==> config.mk <==
export PLATFORM = sky130hd
export DESIGN_NAME = cmd_mode_decoder
export DESIGN_NICKNAME = d
export VERILOG_FILES = /design/src/cmd_pkg.sv /design/src/cmd_mode_decoder.sv
export SDC_FILE = /design/constraint.sdc
export NUM_CORES = 1
export LEC_CHECK = 0
export BUFFER_PORTS_ARGS = -buffer_cell sky130_fd_sc_hd__buf_4
export CAP_MARGIN = 20
export CORE_MARGIN = 2
export CORE_UTILIZATION = 45
export DETAILED_ROUTE_END_ITERATION = 8
export PLACE_DENSITY = 0.88
export SETUP_SLACK_MARGIN = 0.1
export SLEW_MARGIN = 10
export SYNTH_ARGS = -nofsm -noshare
export SYNTH_HDL_FRONTEND = slang
export SYNTH_SLANG_ARGS = --single-unit
==> constraint.sdc <==
create_clock -name clk -period 3.01 [get_ports clk]
set_clock_uncertainty 0.1 [all_clocks]
set_input_delay 0.602 -clock clk [delete_from_list [all_inputs] [get_ports clk]]
set_output_delay 0.602 -clock clk [all_outputs]
set_load 0.1 [all_outputs]
==> src/cmd_pkg.sv <==
`default_nettype none
package cmd_pkg;
    // mode control field values
    localparam logic [1:0] MODE_RD = 2'h0;
    localparam logic [1:0] MODE_RD_PAUSE = 2'h1;
    localparam logic [1:0] MODE_WR_WORD = 2'h2;
    localparam logic [1:0] MODE_WR_BYTE = 2'h3;
    // register bus map (byte addresses)
    localparam logic [3:0] REG_CTRL = 4'h0;
    localparam logic [3:0] REG_STAT = 4'h4;
    localparam logic [3:0] REG_DATA = 4'h8;
    // control register field
    localparam int CTRL_LOCK_BIT = 0;
    localparam logic CTRL_LOCK_RST = 1'b0;
    // status register fields
    localparam int STAT_PAUSE_BIT = 0;
    localparam int STAT_RW_BIT = 1;
    localparam int STAT_MSEL_BIT = 2;
    localparam int STAT_DLY_BIT = 3;
    localparam int STAT_SUPPLY_BIT = 4;
    localparam int STAT_LOCK_BIT = 5;
    localparam int STAT_MODE_LSB = 6;
    // phase lengths: least times round up to whole cycles
    localparam int CLK_PERIOD_NS = 10;
    localparam int T_READ_NS = 200;
    localparam int T_WRITE_NS = 225;
    localparam int READ_CYC = (T_READ_NS + CLK_PERIOD_NS - 1) / CLK_PERIOD_NS;
    localparam int WRITE_CYC =
        (T_WRITE_NS + CLK_PERIOD_NS - 1) / CLK_PERIOD_NS;
    localparam logic [4:0] READ_LAST = 5'(READ_CYC - 1);
    localparam logic [4:0] WRITE_LAST = 5'(WRITE_CYC - 1);
    localparam logic [15:0] WORD_RST = 16'h0000;
    // sequencer states
    typedef enum logic [2:0] {
        ST_IDLE,
        ST_CLEAR,
        ST_READ,
        ST_WRITE
    } cmd_state_type;
endpackage
`default_nettype wire

==> src/cmd_mode_decoder.sv <==
// Decided for this implementation: the plain strobed port and the register offsets.
`timescale 1ns/1ns
`default_nettype none
module cmd_mode_decoder (
    // clock and reset
    input wire logic clk,
    input wire logic rst_b,
    // system bus side
    input wire logic bus_init_b,
    input wire logic dc_lo_b,
    input wire logic dev_start,
    input wire logic [1:0] mode_ctl,
    input wire logic addr_a00,
    input wire logic [15:0] bus_wdata,
    output logic [15:0] bus_rdata,
    output logic data_out_en,
    output logic slave_sync,
    // strap
    input wire logic write_lock_strap,
    // core stack side
    input wire logic [15:0] sense_data,
    output logic [15:0] word_holding_reg,
    output logic load_0,
    output logic load_1,
    output logic clear_0_b,
    output logic clear_1_b,
    output logic strobe_0,
    output logic strobe_1,
    output logic drive_current_window,
    output logic read_phase,
    output logic stack_discharge_en,
    output logic supply_on,
    output logic busy,
    // register port
    input wire logic [3:0] reg_addr,
    input wire logic [31:0] reg_wdata,
    input wire logic reg_wr,
    input wire logic reg_rd,
    output logic [31:0] reg_rdata
);

    typedef struct packed {
        cmd_pkg::cmd_state_type st;
        logic [4:0] cnt;
        logic [1:0] mode;
        logic a00;
        logic pause;
        logic rw;
        logic msel;
        logic dly;
        logic lock;
        logic [15:0] hold;
        logic ssyn;
        logic [31:0] rdata;
    } cmd_regs_type;

    cmd_regs_type q_r;
    cmd_regs_type q_nxt;
    logic lock_eff;
    logic [1:0] mode_eff;
    logic is_write;
    logic byte_wr;
    logic sel_0;
    logic sel_1;
    logic read_end;
    logic write_end;
    logic ssyn_qual;

    // strap or software lock turns every request into read-restore
    assign lock_eff = write_lock_strap | q_r.lock;
    assign mode_eff = lock_eff ? cmd_pkg::MODE_RD : mode_ctl;

    // decode of the latched transaction
    assign is_write = q_r.mode[1];
    assign byte_wr = (q_r.mode == cmd_pkg::MODE_WR_BYTE);
    assign sel_0 = ~byte_wr | ~q_r.a00;
    assign sel_1 = ~byte_wr | q_r.a00;
    assign read_end = (q_r.st == cmd_pkg::ST_READ) &&
        (q_r.cnt == cmd_pkg::READ_LAST);
    assign write_end = (q_r.st == cmd_pkg::ST_WRITE) &&
        (q_r.cnt == cmd_pkg::WRITE_LAST);

    // byte qualifiers: sense only bytes the master will not supply
    assign read_phase = (q_r.st == cmd_pkg::ST_READ);
    assign strobe_0 = read_end & (~is_write | ~sel_0);
    assign strobe_1 = read_end & (~is_write | ~sel_1);
    assign clear_0_b = ~(q_r.st == cmd_pkg::ST_CLEAR);
    assign clear_1_b = ~(q_r.st == cmd_pkg::ST_CLEAR);
    assign load_0 = (q_r.st == cmd_pkg::ST_WRITE) && (q_r.cnt == 5'h0_0) &&
        is_write && sel_0;
    assign load_1 = (q_r.st == cmd_pkg::ST_WRITE) && (q_r.cnt == 5'h0_0) &&
        is_write && sel_1;
    assign drive_current_window = read_phase |
        (q_r.st == cmd_pkg::ST_WRITE);
    // discharge only pulls the switch node down while writing
    assign stack_discharge_en = drive_current_window &
        ~read_phase;
    // supply cut is combinational: it must act even with logic dead
    assign supply_on = dc_lo_b;
    // reads answer when data is sensed, writes when data is taken
    assign ssyn_qual = (read_end & ~is_write) | (load_0 | load_1);
    assign data_out_en = q_r.ssyn & ~q_r.rw;
    assign bus_rdata = q_r.hold;
    assign word_holding_reg = q_r.hold;
    assign slave_sync = q_r.ssyn;
    assign busy = q_r.msel;
    assign reg_rdata = q_r.rdata;

    // next-state logic for the whole block
    always_comb begin
        q_nxt = q_r;
        q_nxt.ssyn = ssyn_qual;
        q_nxt.rdata = 32'h0000_0000;
        case (q_r.st)
            cmd_pkg::ST_IDLE: begin
                q_nxt.cnt = 5'h0_0;
                if (dev_start) begin
                    q_nxt.mode = mode_eff;
                    q_nxt.a00 = addr_a00;
                    q_nxt.rw = mode_eff[1];
                    q_nxt.msel = 1'b1;
                    q_nxt.dly = 1'b1;
                    // a paused write keeps the earlier read result
                    if (q_r.pause && mode_eff[1]) begin
                        q_nxt.st = cmd_pkg::ST_WRITE;
                    end else begin
                        q_nxt.st = cmd_pkg::ST_CLEAR;
                    end
                end
            end
            cmd_pkg::ST_CLEAR: begin
                q_nxt.hold = cmd_pkg::WORD_RST;
                q_nxt.st = cmd_pkg::ST_READ;
            end
            cmd_pkg::ST_READ: begin
                q_nxt.cnt = q_r.cnt + 5'h0_1;
                if (read_end) begin
                    q_nxt.cnt = 5'h0_0;
                    if (strobe_0) begin
                        q_nxt.hold[7:0] = sense_data[7:0];
                    end
                    if (strobe_1) begin
                        q_nxt.hold[15:8] = sense_data[15:8];
                    end
                    // pause flag is set from the latched mode at the end of the read phase
                    q_nxt.pause = (q_r.mode == cmd_pkg::MODE_RD_PAUSE);
                    if (q_r.mode == cmd_pkg::MODE_RD_PAUSE) begin
                        q_nxt.st = cmd_pkg::ST_IDLE;
                        q_nxt.msel = 1'b0;
                        q_nxt.dly = 1'b0;
                    end else begin
                        q_nxt.st = cmd_pkg::ST_WRITE;
                    end
                end
            end
            cmd_pkg::ST_WRITE: begin
                q_nxt.cnt = q_r.cnt + 5'h0_1;
                if (load_0) begin
                    q_nxt.hold[7:0] = bus_wdata[7:0];
                end
                if (load_1) begin
                    q_nxt.hold[15:8] = bus_wdata[15:8];
                end
                if (write_end) begin
                    q_nxt.cnt = 5'h0_0;
                    q_nxt.st = cmd_pkg::ST_IDLE;
                    q_nxt.pause = 1'b0;
                    q_nxt.msel = 1'b0;
                    q_nxt.dly = 1'b0;
                end
            end
            default: begin
                q_nxt.st = cmd_pkg::ST_IDLE;
            end
        endcase
        // register port: control write, status and data read
        if (reg_wr && (reg_addr == cmd_pkg::REG_CTRL)) begin
            q_nxt.lock = reg_wdata[cmd_pkg::CTRL_LOCK_BIT];
        end
        if (reg_rd) begin
            case (reg_addr)
                cmd_pkg::REG_CTRL: begin
                    q_nxt.rdata[cmd_pkg::CTRL_LOCK_BIT] = q_r.lock;
                end
                cmd_pkg::REG_STAT: begin
                    q_nxt.rdata[cmd_pkg::STAT_PAUSE_BIT] = q_r.pause;
                    q_nxt.rdata[cmd_pkg::STAT_RW_BIT] = q_r.rw;
                    q_nxt.rdata[cmd_pkg::STAT_MSEL_BIT] = q_r.msel;
                    q_nxt.rdata[cmd_pkg::STAT_DLY_BIT] = q_r.dly;
                    q_nxt.rdata[cmd_pkg::STAT_SUPPLY_BIT] = dc_lo_b;
                    q_nxt.rdata[cmd_pkg::STAT_LOCK_BIT] = lock_eff;
                    q_nxt.rdata[cmd_pkg::STAT_MODE_LSB +: 2] = q_r.mode;
                end
                cmd_pkg::REG_DATA: begin
                    q_nxt.rdata[15:0] = q_r.hold;
                end
                default: begin
                    q_nxt.rdata = 32'h0000_0000;
                end
            endcase
        end
        // bus init aborts the operation and drops the control flags
        if (!bus_init_b) begin
            q_nxt.st = cmd_pkg::ST_IDLE;
            q_nxt.cnt = 5'h0_0;
            q_nxt.pause = 1'b0;
            q_nxt.rw = 1'b0;
            q_nxt.msel = 1'b0;
            q_nxt.dly = 1'b0;
            q_nxt.ssyn = 1'b0;
        end
    end

    // one register for all state
    always_ff @(posedge clk or negedge rst_b) begin
        if (!rst_b) begin
            q_r <= '{st: cmd_pkg::ST_IDLE, cnt: 5'h0_0, mode: 2'h0,
                     a00: 1'b0, pause: 1'b0, rw: 1'b0, msel: 1'b0,
                     dly: 1'b0, lock: cmd_pkg::CTRL_LOCK_RST,
                     hold: cmd_pkg::WORD_RST, ssyn: 1'b0,
                     rdata: 32'h0000_0000};
        end else begin
            q_r <= q_nxt;
        end
    end
endmodule
`default_nettype wire

==> metrics.md, run 1 <==
| Metric | Value |
|---|---|
| Fillers | 565 |
| FP Rows | 29 |
| GPL Wtd Cong | 0.807 |
| Fin crit share | 91.3% |
| IO Count | 156 |
| Synth Area in Simple Gates | 13.0% |
| Total CTS buffers | 5 |
| GRT Util Overall | 17.4% |
| First drt pass iteration count | 4 |
| Initial antenna violation count | 0 |
| DRC Markers | 0 |
| CP required | 2.31 ns |
| Critical path's slowest cell | dfrtp_1 |
| Routed via count | 2189 |
| Pre-CTS WS | 0.410 ns |
| ANT cells | 0 |
| Critical path arrival | 2.05 ns |
| PwrDens | 644 nW/µm² |
| Largest net degree at the start of global routing | 48 |
| Clock sink count | 47 |
| CP delay by family, top | buffers and inverters |
| FF/Latch Area | 1180 µm² |
| Final core occ | 55.9% |
| Largest family of logic cells by synthesized area | buffers and inverters |
| H-Tree Level Count | 2 |
| Post-Synthesis Cells | 292 |
| Measured slew at the worst slew-check pin | 0.877 ns |
| Bufs and invs on worst path | 4 |
| Flop pwr share | 32.8% |
| Root buf cell | clkbuf_8 |
| Core box area | 6310 µm² |
| Total grt overflow | 0 |
| Switching share of power | 47.8% |
| CTS tree | done |
| RSZ-0062 raised after global routing | false |
| Post-synthesis adder-cell area fraction | 3.86% |
| P_sw | 0.00109 W |
| FMAX | 364 MHz |
| Wire length per cell | 15.0 µm |
| CTS clock-pin slew for the worst setup and hold paths | 0.09 ns |
| Critical-path cell list | clkinv_1 > buf_4 > ha_1 > inv_1 > buf_4 |
| CTS Hold Bufs | 0 |
| Multiplexer share of the synthesized area | 8.41% |
| Syn Area/Cell | 9.98 µm² |
| Max-Cap Viols | 0 |
| Clock latency at the later pin of the worst-skew pair | 0.29 ns |
| Crit path largest cell delay | 0.53 ns |
| Synth Cell Area | 2920 µm² |
| Final ANT Viol Nets | 0 |
| Post-synth ARST share | 100% |
| Fin. Hold Viols | 0 |
| Die footprint | 7140 µm² |
| Drt initial violations | 98 |
| Register area share after synthesis | 40.3% |
| Post-synth EDFFs | 0 |
| Crit-path most repeated cell | buf_4 |
| Worst vdd ir | 0.378 mV |
| Final slew viol count | 0 |
| Cell Int Power | 0.00119 W |
| Status | finished, final reports clean |
| Area occupied by multi-input gates | 1270 µm² |
| Layout cell share with drive strength beyond 1 | 43.9% |
| Initial core utilization | 46.2% |
| Layout Area Growth over Synthesis | 21.1% |
| Die W | 84.5 µm |
| Yosys warns | 0 |
| DP Wirelength | 4.88 mm |
| Main flop type after synthesis | dfrtp_1 |
| First-pass GRT wire length | 10.1 mm |
| Flops & latches, synth | 47 |
| Final min period | 2.75 ns |
| Setup Buffers After CTS | 0 |
| Setup TNS | 0 ns |
| CTS max path bufs | 2 |
| Crit Path Class | flip-flop to output port |
| Die H | 84.5 µm |
| Compound-gate portion of the synthesized area | 14.3% |
| Leakage | 1.79 nW |
| Vias/cell | 5.11 |
| Gate power share | 50.0% |
| CP startpoint kind | flip-flop |
| Final setup viols | 0 |
| Vias in the first global route | 2084 |
| Max FO, Critical Path | 12 |
| Cts repair resizes | 1 |
| IO Port Bufs | 108 |
| Distinct cells, synth | 43 |
| Xor and xnor area share after synthesis | 0% |
| Slew margin rel. | 41.2% |
| Clock power frac | 17.3% |
| Total Routed Length | 6.43 mm |
| Worst Setup Slack, final | 0.261 ns |
| Hold WC Path Type | input port to asynchronous set/reset pin |
| CP Capture Type | output port |
| NumNets Final | 438 |
cell families (layout without fill, tap and decap cells):
family | count (synthesis) | count (layout)
buffers and inverters | 89 | 133
other | 1 | 16
AO/OA/AOI/OAI | 51 | 51
flip-flops | 47 | 47
multiplexers | 22 | 22
adder cells (fa/ha/maj) | 9 | 9
AND/OR/NAND/NOR | 73 | 73
stage by stage:
stage	instances	instance area [µm²]	power, W	hold WS [ns]
global placement	420	3430	0.00187	0.412
detailed placement	420	3430	0.00189	0.430
finish	428	3530	0.00228	0.213
global route	428	3530	0.00237	0.249
CTS	428	3530	0.00229	0.228
floorplan	307	3010	0.00168	0.206
layout make-up:
| class | count | area share [%] |
|---|---|---|
| timing repair buffer | 114 | 24.2 |
| clock buffer | 7 | 2.45 |
| sequential | 47 | 33.3 |
| tap | 77 | 2.73 |
| clock inverter | 1 | 0.248 |
| inverter | 11 | 1.17 |
| multi-input combinational | 171 | 35.9 |
power by group through the flow:
stage          logic [W]  clock network (W)  registers (W)
2_1_floorplan   0.000889                  0       0.000787
3_3_place_gp     0.00112                  0       0.000754
3_5_place_dp     0.00113                  0       0.000758
4_1_cts          0.00114           0.000409       0.000745
5_1_grt          0.00119           0.000431       0.000753
6_report         0.00114           0.000393       0.000746
synth_stat cells, drive strengths merged, types with 2 or more instances:
master   n  area, µm²
a22o     9       78.8
nand2b   3       18.8
o21ai    4       20.0
a21oi    6       30.0
dfrtp   47       1180
nand2   18       70.1
nor3     4       20.0
nor2    23       86.3
nand3    6       30.0
nor2b    2       12.5
buf     68        504
a31oi    3       18.8
mux2i    2       20.0
and2     8       50.1
mux2    20        225
inv     10       37.5
clkbuf  10       37.5
ha       9        113
nor3b    2       15.0
a21o     2       15.0
a22oi   17        128
a221oi   2       52.6
placed cells by master (no fill, tap or decap), types with 2 or more instances in the layout:
master / synthesis / routed
a21o_1: 2 / 2
a21oi_1: 6 / 4
a21oi_4: 0 / 2
a221oi_4: 2 / 2
a22o_1: 9 / 9
a22oi_1: 17 / 17
a31oi_2: 0 / 2
and2_1: 8 / 8
buf_4: 66 / 114
clkbuf_8: 0 / 6
conb_1: 1 / 16
dfrtp_1: 47 / 47
ha_1: 9 / 8
inv_1: 10 / 10
mux2_1: 3 / 3
mux2_2: 17 / 17
mux2i_1: 2 / 2
nand2_1: 17 / 16
nand2_2: 1 / 2
nand2b_1: 3 / 3
nand3_1: 6 / 6
nor2_1: 23 / 23
nor3_1: 4 / 3
nor3b_1: 2 / 2
o21ai_0: 4 / 4
registers in the layout (all words and copies together), names as in the netlist:
signal,cells
busy,1
is_write,1
reg_rdata,16
bus_rdata,16
slave_sync,1
q_r,12
final timing paths:
kind	startpoint	endpoint	slack [ns]	depth (start not counted)
setup / recovery	q_r[63]$_DFFE_PN0P_	clear_0_b	0.26	5
hold / removal	rst_b	bus_rdata[2]$_DFFE_PN0P_	0.21	1
setup reg to reg	q_r[63]$_DFFE_PN0P_	bus_rdata[10]$_DFFE_PN0P_	0.48	5
hold reg to reg	bus_rdata[10]$_DFFE_PN0P_	reg_rdata[10]$_DFF_PN0_	0.44	1
max in group asynchronous	rst_b	reg_rdata[11]$_DFF_PN0_	2.19	1
min in group clk	mode_ctl[0]	q_r[55]$_DFFE_PN0P_	0.42	2
metal layers:
layer  vias up  global-route usage (%)  wire, µm
met5         -                       0         0
met1      1057                    22.7      2800
met3         4                    3.74       416
li1       1040                       -         -
met2        88                    30.3      3200
met4         0                    3.03        24
Note: power is estimated with default switching activity, not from simulation.
==> run 2: changes to the inputs <==
RECOVER_POWER = 50   (was not set)
==> run 2 against run 1 <==
Register-to-register slack is essentially flat. Non-clock buffer count is the same. Worst setup slack lost 0.0027 ns. Final cell count is the same. Critical endpoint unchanged.
==> metrics.md, run 2 (same netlist as run 1, synthesis figures left out) <==
| Metric | Value |
|---|---|
| Status | finished, final reports clean |
| Total Routed Length | 6.40 mm (-0.54%) |
| Max-Cap Viols | 0 (unchanged) |
| Hold WC Path Type | input port to flip-flop |
| Crit Path Class | flip-flop to output port |
| CTS tree | done |
| Critical Path Stages | 5 (unchanged) |
| Fin crit share | 91.4% (about the same) |
| Post-DP Area | 3430 µm² (unchanged) |
| FMAX | 363 MHz (about the same) |
| Vias in the first global route | 2084 (unchanged) |
| Measured slew at the worst slew-check pin | 1.18 ns (+0.307 ns) |
| Final ANT Viol Nets | 0 (unchanged) |
| IO Count | 156 (unchanged) |
| NumNets Final | 438 (unchanged) |
| FP Rows | 29 (unchanged) |
| PwrDens | 660 nW/µm² (+2.5%) |
| Setup Buffers After CTS | 0 (unchanged) |
| Hold WS | 0.417 ns (+0.204 ns) |
| GRT Util Overall | 17.4% (unchanged) |
| GPL Wtd Cong | 0.807 (unchanged) |
| Initial core utilization | 46.2% (unchanged) |
| Largest net degree at the start of global routing | 48 (unchanged) |
| Die W | 84.5 µm (unchanged) |
| H-Tree Level Count | 2 (unchanged) |
| Die H | 84.5 µm (unchanged) |
| Fillers | 582 (+3.0%) |
| Total grt overflow | 0 (unchanged) |
| Hold depth | 2 |
| Max FO, Critical Path | 12 (unchanged) |
| ANT cells | 0 (unchanged) |
| Wire length per cell | 15.0 µm (-0.54%) |
| Slew margin rel. | 21.4% (-20 points) |
| CP required | 2.31 ns (about the same) |
| CP Capture Type | output port |
| DP Wirelength | 4.88 mm (unchanged) |
| Fin. Hold Viols | 0 (unchanged) |
| Core box area | 6310 µm² (unchanged) |
| CTS max path bufs | 2 (unchanged) |
| Initial antenna violation count | 0 (unchanged) |
| Total CTS buffers | 5 (unchanged) |
| CTS Hold Bufs | 0 (unchanged) |
| Critical-path cell list | clkinv_1 > buf_4 > ha_1 > inv_1 > buf_4 |
| Most frequent cells in the layout | buf_4, dfrtp_1, clkbuf_1, nor2_1 |
| RSZ-0062 raised after global routing | false |
| Leakage | 1.67 nW (-6.7%) |
| Crit-path most repeated cell | buf_4 |
| CTS clock-pin slew for the worst setup and hold paths | 0.09 ns (about the same) |
| Drt initial violations | 70 (-29%) |
| Root buf cell | clkbuf_8 |
| Bufs and invs on worst path | 4 (unchanged) |
| Crit path largest cell delay | 0.53 ns (about the same) |
| First-pass GRT wire length | 10.1 mm (unchanged) |
| Critical path's slowest cell | dfrtp_1 |
| Clock latency at the later pin of the worst-skew pair | 0.29 ns (about the same) |
| Layout cell share with drive strength beyond 1 | 35.9% (-8.0 points) |
| CP delay by family, top | buffers and inverters |
| Final slew viol count | 0 (unchanged) |
| Reg2reg path depth | 5 (unchanged) |
| Worst vdd ir | 0.376 mV (-0.55%) |
| Commonest non-fill, non-tap cell in the layout | buf_4 |
| Final setup viols | 0 (unchanged) |
| Vias/cell | 5.09 (-0.55%) |
| DRC Markers | 0 (unchanged) |
| Final Instance Area | 3420 µm² (-3.0%) |
| Setup TNS | 0 ns (unchanged) |
| Clock sink count | 47 (unchanged) |
| Layout Area Growth over Synthesis | 17.4% |
| Critical path arrival | 2.05 ns (about the same) |
| CP startpoint kind | flip-flop |
| IO Port Bufs | 108 (unchanged) |
| Final min period | 2.75 ns (+0.00274 ns) |
| First drt pass iteration count | 4 (unchanged) |
| Die footprint | 7140 µm² (unchanged) |
| Routed via count | 2177 (-0.55%) |
[run 2: changes by cell type in the layout (fill, tap and decap cells not counted)]
cell	delta
buf_4	-30
clkbuf_1	+28
clkbuf_2	+1
clkbuf_4	+1
[run 2: worst paths after layout]
path | from | end | slack (ns)
max in group asynchronous | rst_b | reg_rdata[11]$_DFF_PN0_ | 1.67
worst min register to register | bus_rdata[10]$_DFFE_PN0P_ | reg_rdata[10]$_DFF_PN0_ | 0.44
min in group asynchronous | rst_b | reg_rdata[2]$_DFF_PN0_ | 0.44
worst max register to register | q_r[63]$_DFFE_PN0P_ | bus_rdata[10]$_DFFE_PN0P_ | 0.48
worst max-delay path | q_r[63]$_DFFE_PN0P_ | clear_0_b | 0.26
worst min-delay path | mode_ctl[0] | q_r[55]$_DFFE_PN0P_ | 0.42
[run 2: metrics by stage]
| stage | setup WS [ns] | util [%] | cells | power (W) |
|---|---|---|---|---|
| 3_5_place_dp | 0.410 | 54.3 | 420 | 0.00189 |
| 5_1_grt | 0.157 | 54.2 | 428 | 0.00236 |
| 3_3_place_gp | 0.466 | 54.3 | 420 | 0.00187 |
| 4_1_cts | 0.207 | 55.9 | 428 | 0.00229 |
| 6_report | 0.259 | 54.2 | 428 | 0.00226 |
| 2_1_floorplan | -0.114 | - | 307 | 0.00168 |
[run 2: timing repair]
item	CTS	global route
resized for setup	1	1
endpoints found under the hold margin	0	0
endpoints found under the setup margin	2	1
[run 2: area by class of cell]
| type | instances | area, µm² | area share [%] |
|---|---|---|---|
| Clock buffer | 7 | 86.3 | 2.52 |
| Clock inverter | 1 | 8.76 | 0.256 |
| Inverter | 11 | 41.3 | 1.21 |
| Multi-Input combinational cell | 171 | 1270 | 37.0 |
| Sequential cell | 47 | 1180 | 34.4 |
| Tap cell | 77 | 96.3 | 2.81 |
| Timing Repair Buffer | 114 | 748 | 21.9 |
[run 2: power breakdown]
group	switching (W)	leakage [nW]	internal (W)
Sequential	0.0000669	0.648	0.000678
Combinational	0.000812	0.976	0.000313
Clock	0.000202	0.0484	0.000188
[run 2: layer usage]
| metal | vias to the layer above | track usage, % | wire [µm] |
|---|---|---|---|
| met5 | - | 0 | 0 |
| met4 | 0 | 3.03 | 16 |
| met3 | 2 | 3.74 | 449 |
| met2 | 87 | 30.3 | 3230 |
| met1 | 1050 | 22.7 | 2700 |
| li1 | 1038 | - | - |
